==> src/incsk_pkg.sv <==
`default_nettype none

package incsk_pkg;

   // ************************************************************
   // opcode layout and codes
   // ************************************************************
   localparam int        ADDR_W     = 7;
   localparam int        DATA_W     = 8;
   localparam logic [1:0] OPC_TOP   = 2'h0;
   localparam logic [3:0] CODE_INC  = 4'ha;
   localparam logic [3:0] CODE_INCS = 4'hf;
   localparam logic      DEST_ACC   = 1'b0;
   localparam logic      DEST_FILE  = 1'b1;

   // ************************************************************
   // data constants
   // ************************************************************
   localparam logic [DATA_W-1:0] DATA_ONE  = 8'h01;
   localparam logic [DATA_W-1:0] DATA_NULL = 8'h00;
   localparam logic [ADDR_W-1:0] ADDR_NULL = 7'h00;

   // ************************************************************
   // types
   // ************************************************************
   typedef struct packed {
      logic [1:0]        top;
      logic [3:0]        code;
      logic              dest;
      logic [ADDR_W-1:0] addr;
   } incsk_op_type;

   typedef struct packed {
      logic              file_we;
      logic              acc_we;
      logic [ADDR_W-1:0] addr;
      logic [DATA_W-1:0] data;
   } incsk_wr_type;

   typedef enum logic [1:0] {
      OP_NONE,
      OP_INC,
      OP_INCS
   } incsk_kind_type;

   typedef enum logic [1:0] {
      ST_IDLE,
      ST_EXEC,
      ST_NOP
   } incsk_state_type;

   localparam incsk_op_type OP_RESET = '{top: OPC_TOP, code: 4'h0, dest: DEST_ACC,
                                         addr: ADDR_NULL};
   localparam incsk_wr_type WR_IDLE  = '{file_we: 1'b0, acc_we: 1'b0, addr: ADDR_NULL,
                                         data: DATA_NULL};

   // ************************************************************
   // opcode classification
   // ************************************************************
   function automatic incsk_kind_type incsk_decode(input incsk_op_type op);
      incsk_kind_type kind;
      kind = OP_NONE;
      if (op.top == OPC_TOP && op.code == CODE_INC)
      begin
         kind = OP_INC;
      end
      else if (op.top == OPC_TOP && op.code == CODE_INCS)
      begin
         kind = OP_INCS;
      end
      return kind;
   endfunction

endpackage

`default_nettype wire

==> src/incsk_alu.sv <==
`default_nettype none

module incsk_alu
(
   // operand
   input  wire logic [incsk_pkg::DATA_W-1:0] operand,
   // result
   output logic      [incsk_pkg::DATA_W-1:0] sum,
   output logic                              sum_null
);

   // ************************************************************
   // increment, wrapping at 256
   // ************************************************************
   always_comb
   begin
      sum      = incsk_pkg::DATA_W'(operand + incsk_pkg::DATA_ONE);
      sum_null = (sum == incsk_pkg::DATA_NULL);
   end

endmodule

`default_nettype wire

==> src/incsk_core.sv <==
`default_nettype none

module incsk_core
(
   // clock and reset
   input  wire logic                          ref_clk,
   input  wire logic                          rst,
   // instruction from decode
   input  wire logic                          instr_valid,
   input  wire incsk_pkg::incsk_op_type       instr_word,
   output logic                               instr_ready,
   // file register read port
   output logic      [incsk_pkg::ADDR_W-1:0]  file_rd_addr,
   input  wire logic [incsk_pkg::DATA_W-1:0]  file_rd_data,
   // result write
   output incsk_pkg::incsk_wr_type            wr,
   // zero flag update
   output logic                               zero_we,
   output logic                               zero_val,
   // sequencing toward fetch and program counter
   output logic                               squash_fetched,
   output logic                               nop_slot,
   output logic                               done,
   output logic                               unknown_op
);

   // ************************************************************
   // state
   // ************************************************************
   incsk_pkg::incsk_state_type            state_r,    state_nxt;
   incsk_pkg::incsk_op_type               op_r,       op_nxt;
   incsk_pkg::incsk_kind_type             kind_r,     kind_nxt;
   incsk_pkg::incsk_wr_type               wr_r,       wr_nxt;
   logic [incsk_pkg::ADDR_W-1:0]          rd_addr_r,  rd_addr_nxt;
   logic                                  ready_r,    ready_nxt;
   logic                                  zero_we_r,  zero_we_nxt;
   logic                                  zero_val_r, zero_val_nxt;
   logic                                  squash_r,   squash_nxt;
   logic                                  nop_r,      nop_nxt;
   logic                                  done_r,     done_nxt;
   logic                                  unknown_r,  unknown_nxt;

   incsk_pkg::incsk_kind_type             in_kind;
   logic [incsk_pkg::DATA_W-1:0]          sum;
   logic                                  sum_null;

   // ************************************************************
   // incrementer
   // ************************************************************
   incsk_alu incsk_alu_i
   (
      .operand  (file_rd_data),
      .sum      (sum),
      .sum_null (sum_null)
   );

   // ************************************************************
   // opcode classification, shared by both groups
   // ************************************************************
   assign in_kind = incsk_pkg::incsk_decode(instr_word);

   // ************************************************************
   // sequencing group: next values
   // ************************************************************
   always_comb
   begin
      state_nxt   = state_r;
      op_nxt      = op_r;
      kind_nxt    = kind_r;
      rd_addr_nxt = rd_addr_r;
      case (state_r)
         incsk_pkg::ST_IDLE:
         begin
            // foreign opcodes never leave idle, so ready stays up for them
            if (instr_valid && (in_kind != incsk_pkg::OP_NONE))
            begin
               op_nxt      = instr_word;
               kind_nxt    = in_kind;
               rd_addr_nxt = instr_word.addr;
               state_nxt   = incsk_pkg::ST_EXEC;
            end
         end
         incsk_pkg::ST_EXEC:
         begin
            if ((kind_r == incsk_pkg::OP_INCS) && sum_null)
            begin
               state_nxt = incsk_pkg::ST_NOP;
            end
            else
            begin
               state_nxt = incsk_pkg::ST_IDLE;
            end
         end
         incsk_pkg::ST_NOP:
         begin
            state_nxt = incsk_pkg::ST_IDLE;
         end
         default:
         begin
            state_nxt = incsk_pkg::ST_IDLE;
         end
      endcase
      ready_nxt = (state_nxt == incsk_pkg::ST_IDLE);
   end

   // ************************************************************
   // sequencing group: registers
   // ************************************************************
   always_ff @(posedge ref_clk)
   begin
      if (rst)
      begin
         state_r   <= incsk_pkg::ST_IDLE;
         op_r      <= incsk_pkg::OP_RESET;
         kind_r    <= incsk_pkg::OP_NONE;
         rd_addr_r <= incsk_pkg::ADDR_NULL;
         ready_r   <= 1'b1;
      end
      else
      begin
         state_r   <= state_nxt;
         op_r      <= op_nxt;
         kind_r    <= kind_nxt;
         rd_addr_r <= rd_addr_nxt;
         ready_r   <= ready_nxt;
      end
   end

   // ************************************************************
   // result group: next values
   // ************************************************************
   always_comb
   begin
      wr_nxt       = incsk_pkg::WR_IDLE;
      zero_we_nxt  = 1'b0;
      zero_val_nxt = zero_val_r;
      squash_nxt   = 1'b0;
      nop_nxt      = 1'b0;
      done_nxt     = 1'b0;
      unknown_nxt  = 1'b0;
      case (state_r)
         incsk_pkg::ST_IDLE:
         begin
            // foreign opcodes belong to other units; flag and stay ready
            unknown_nxt = instr_valid && (in_kind == incsk_pkg::OP_NONE);
         end
         incsk_pkg::ST_EXEC:
         begin
            // read data is combinational from the file, valid this cycle
            wr_nxt.addr    = op_r.addr;
            wr_nxt.data    = sum;
            wr_nxt.file_we = (op_r.dest == incsk_pkg::DEST_FILE);
            wr_nxt.acc_we  = (op_r.dest == incsk_pkg::DEST_ACC);
            if (kind_r == incsk_pkg::OP_INC)
            begin
               zero_we_nxt  = 1'b1;
               zero_val_nxt = sum_null;
               done_nxt     = 1'b1;
            end
            else if (sum_null)
            begin
               // status flags untouched by the skipping form
               squash_nxt = 1'b1;
            end
            else
            begin
               done_nxt = 1'b1;
            end
         end
         incsk_pkg::ST_NOP:
         begin
            // discarded slot costs the second cycle, nothing is written
            nop_nxt  = 1'b1;
            done_nxt = 1'b1;
         end
         default:
         begin
            wr_nxt = incsk_pkg::WR_IDLE;
         end
      endcase
   end

   // ************************************************************
   // result group: registers
   // ************************************************************
   always_ff @(posedge ref_clk)
   begin
      if (rst)
      begin
         wr_r       <= incsk_pkg::WR_IDLE;
         zero_we_r  <= 1'b0;
         zero_val_r <= 1'b0;
         squash_r   <= 1'b0;
         nop_r      <= 1'b0;
         done_r     <= 1'b0;
         unknown_r  <= 1'b0;
      end
      else
      begin
         wr_r       <= wr_nxt;
         zero_we_r  <= zero_we_nxt;
         zero_val_r <= zero_val_nxt;
         squash_r   <= squash_nxt;
         nop_r      <= nop_nxt;
         done_r     <= done_nxt;
         unknown_r  <= unknown_nxt;
      end
   end

   // ************************************************************
   // outputs, all straight from flops
   // ************************************************************
   assign instr_ready    = ready_r;
   assign file_rd_addr   = rd_addr_r;
   assign wr             = wr_r;
   assign zero_we        = zero_we_r;
   assign zero_val       = zero_val_r;
   assign squash_fetched = squash_r;
   assign nop_slot       = nop_r;
   assign done           = done_r;
   assign unknown_op     = unknown_r;

endmodule

`default_nettype wire

==> config.mk <==
export PLATFORM = sky130hd
export DESIGN_NAME = incsk_core
export DESIGN_NICKNAME = d
export VERILOG_FILES = /design/src/incsk_pkg.sv /design/src/incsk_alu.sv /design/src/incsk_core.sv
export SDC_FILE = /design/constraint.sdc
export NUM_CORES = 1
export LEC_CHECK = 0
export BUFFER_PORTS_ARGS = -buffer_cell sky130_fd_sc_hd__buf_2
export CAP_MARGIN = 25
export CORE_ASPECT_RATIO = 0.6
export CORE_MARGIN = 3
export CORE_UTILIZATION = 42
export DETAILED_ROUTE_END_ITERATION = 16
export PLACE_DENSITY = 0.81
export SLEW_MARGIN = 0
export SYNTH_ARGS = -nofsm -noshare
export SYNTH_HDL_FRONTEND = slang
export SYNTH_SLANG_ARGS = --single-unit
==> constraint.sdc <==
create_clock -name ref_clk -period 1.65 [get_ports ref_clk]
set_clock_uncertainty 0.15 [all_clocks]
set_input_delay 0.165 -clock ref_clk [delete_from_list [all_inputs] [get_ports ref_clk]]
set_output_delay 0.165 -clock ref_clk [all_outputs]
set_load 0.05 [all_outputs]
==> flow_metrics.env <==
export IMPL_syn_area_um2=1390
export IMPL_dr_wl_met2_um=1506
export IMPL_drcViolationCount=0
export IMPL_period_share_pct=97.61
export IMPL_die_area_um2=4059
export IMPL_grt_pass1_wl_um=5112
export IMPL_arrival_ps=1640
export IMPL_clkPwrFrac_pct=38.5
export IMPL_period_minus_slack_ps=1611
export IMPL_std_cell_rows=15
export IMPL_initial_core_util_pct=46.29
export IMPL_pin_count=56
export IMPL_slew_headroom_pct=71.10
export IMPL_top_layer_used="met4"
export IMPL_diodes=0
export IMPL_p_leak_uw=0.0008815
export IMPL_grt_total_usage_pct=16.57
export IMPL_dp_worst_setup_slack_ps=-16.76
export IMPL_place_inst=245
export IMPL_worstMarginPinSlew_ps=431.8
export IMPL_path_class="register to register"
export IMPL_power_switching_uw=365.1
export IMPL_status="finished, final reports clean"
export IMPL_start_kind="register"
export IMPL_grt_ovfl_total=0
export IMPL_yosys_warnings=0
export IMPL_post_route_cell_area_um2=1916
export IMPL_antenna_found_initial=0
export IMPL_async_flop_share_pct=0
export IMPL_root_buffer="clkbuf_8"
export IMPL_most_common_layout_cells="buf_2 (55), dfxtp_1 (35), nand2_1 (14)"
export IMPL_clockBufferDepth=2
export IMPL_synth_seq_area_share_pct=51.85
export IMPL_fmax_ghz=0.6209
export IMPL_drt_met1_wl_um=1591
export IMPL_first_global_vias=1139
export IMPL_clk_pin_slew_worst_paths_ps=70
export IMPL_wl_met3_um=199
export IMPL_ir_worst_vdd_mv=0.4640
export IMPL_tns_ps=0
export IMPL_drive_above_1_share_pct=35.91
export IMPL_synth_top_flop_cell="dfxtp_1"
export IMPL_maxCapViolations=0
export IMPL_ant_nets=0
export IMPL_rsz0062_at_grt="no"
export IMPL_whs_ps=7.951
export IMPL_final_net_count=248
export IMPL_cts_tree="yes"
export IMPL_die_y_um=50.57
export IMPL_place_area_um2=1732
export IMPL_syn_avg_cell_area_um2=9.392
export IMPL_dp_hpwl_um=2428
export IMPL_rr_worst_depth=4
export IMPL_syn_num_nets=177
export IMPL_die_w_um=80.27
export IMPL_synth_cell_types=35
export IMPL_drt_iter0_markers=72
export IMPL_worstSetupEndpointType="register"
export IMPL_cp_max_fo=4
export IMPL_min_path_type="input port to register"
export IMPL_setup_viol=0
export IMPL_synth_edff_count=0
export IMPL_swShare_pct=22.22
export IMPL_numCtsBuffers=5
export IMPL_wl_per_cell_um=12.68
export IMPL_first_pass_iters=4
export IMPL_sequentialPowerShare_pct=53.3
export IMPL_power_density_nw_per_um2=857.7
export IMPL_instances_no_fill=262
export IMPL_hold_violations=0
export IMPL_crit_required_ps=1680
export IMPL_layout_commonest_cell="buf_2"
export IMPL_wl_um=3322
export IMPL_finalWorstSetupSlack_ps=39.37
export IMPL_fillCellCount=262
export IMPL_slew_violations=0
export IMPL_cts_sinks=36
export IMPL_synth_cells=148
export IMPL_io_buffers=55
export IMPL_coreArea_um2=3003
export IMPL_h_tree_depth=2
export IMPL_hold_depth=3
export IMPL_viasPerCell=4.698
export IMPL_power_frac_comb_pct=8.1
export IMPL_area_delta_synth_final_pct=37.80
export IMPL_grt_max_degree=17
export IMPL_insertion_delay_ps=280
export IMPL_vias=1231
export IMPL_gp_congestion=0.7705
export IMPL_synth_seq_cells=36
export IMPL_p_int_uw=1278
-- critical path: stages, from the launching register on --
cell and delay (ps):
dfxtp_1 400, ha_2 200, nand2b_1 70, or4_4 490
o22a_1 200
-- cells in the mapped netlist, drive strengths merged (3+ instances only) --
master | count | area [µm²]
dfxtp | 36 | 720.7
ha | 4 | 50.05
inv | 4 | 15.01
nor2b | 4 | 25.02
nand3 | 11 | 55.05
clkbuf | 3 | 11.26
xnor2 | 4 | 35.03
a21oi | 11 | 55.05
nand2 | 14 | 52.55
nor2 | 13 | 48.80
buf | 8 | 57.55
and2 | 9 | 56.30
-- routing by layer --
metal,global-route usage [%],up-vias
met3,4.480,2
met4,5.056,0
met2,27.61,43
li1,-,636
met5,0,-
met1,20.95,550
-- area by class of cell --
class / instances / area (µm²) / share of cell area [%]
flip-flops and latches: 36 / 721.9 / 37.69
multi-input cells: 97 / 590.6 / 30.83
inverters: 4 / 15.01 / 0.7838
repair buffers: 75 / 445.4 / 23.25
well taps: 42 / 52.55 / 2.743
clock buffers: 8 / 90.09 / 4.703
-- metrics by stage --
stage          utilization [%]  total power [µW]
2_1_floorplan                -             953.1
3_3_place_gp             57.67              1010
3_5_place_dp             57.67              1012
4_1_cts                  63.33              1658
5_1_grt                  63.79              1707
6_report                 63.79              1643
-- cell families after synthesis --
kind of cell / after synthesis / synth area share, %
and+or+nand+nor: 66 / 24.75
buffers and inverters: 15 / 6.030
DFF: 36 / 51.85
muxes: 1 / 0.7201
xor gates and xnor gates: 6 / 3.780
adders and majority gates: 4 / 3.601
AOI/OAI and AO/OA: 20 / 9.271
-- power by group through the flow --
stage	Sequential (µW)	Combinational, µW	Clock [µW]
4_1_cts	876	131	650
5_1_grt	876	145	686
2_1_floorplan	906	47.3	0
3_3_place_gp	896	114	0
3_5_place_dp	896	116	0
6_report	876	133	633
-- registers in the layout, summed over array words and instances (netlist names) --
register and flops:
wr 17, unknown_op 1, done 1, squash_fetched 1, op_r 1, zero_val 1, zero_we 1, state_r 2
instr_ready 1, file_rd_addr 7, nop_slot 1, kind_r 2
-- repair_timing --
action | CTS | global route
hold buffers | 8 | 0
buffers inserted | 0 | 1
endpoints found under the hold margin | 8 | 0
endpoints found under the setup margin | 0 | 10
resized for setup | 0 | 4
-- worst paths after layout --
| check | startpoint | endpoint | slack (ps) |
|---|---|---|---|
| setup / recovery | state_r[0] | instr_ready | 40 |
| hold / removal | instr_word[0] | file_rd_addr[0] | 8 |
| setup reg to reg | state_r[0] | instr_ready | 40 |
| hold reg to reg | op_r[7] | wr[15] | 300 |
Power figures use the tool's default switching activity.
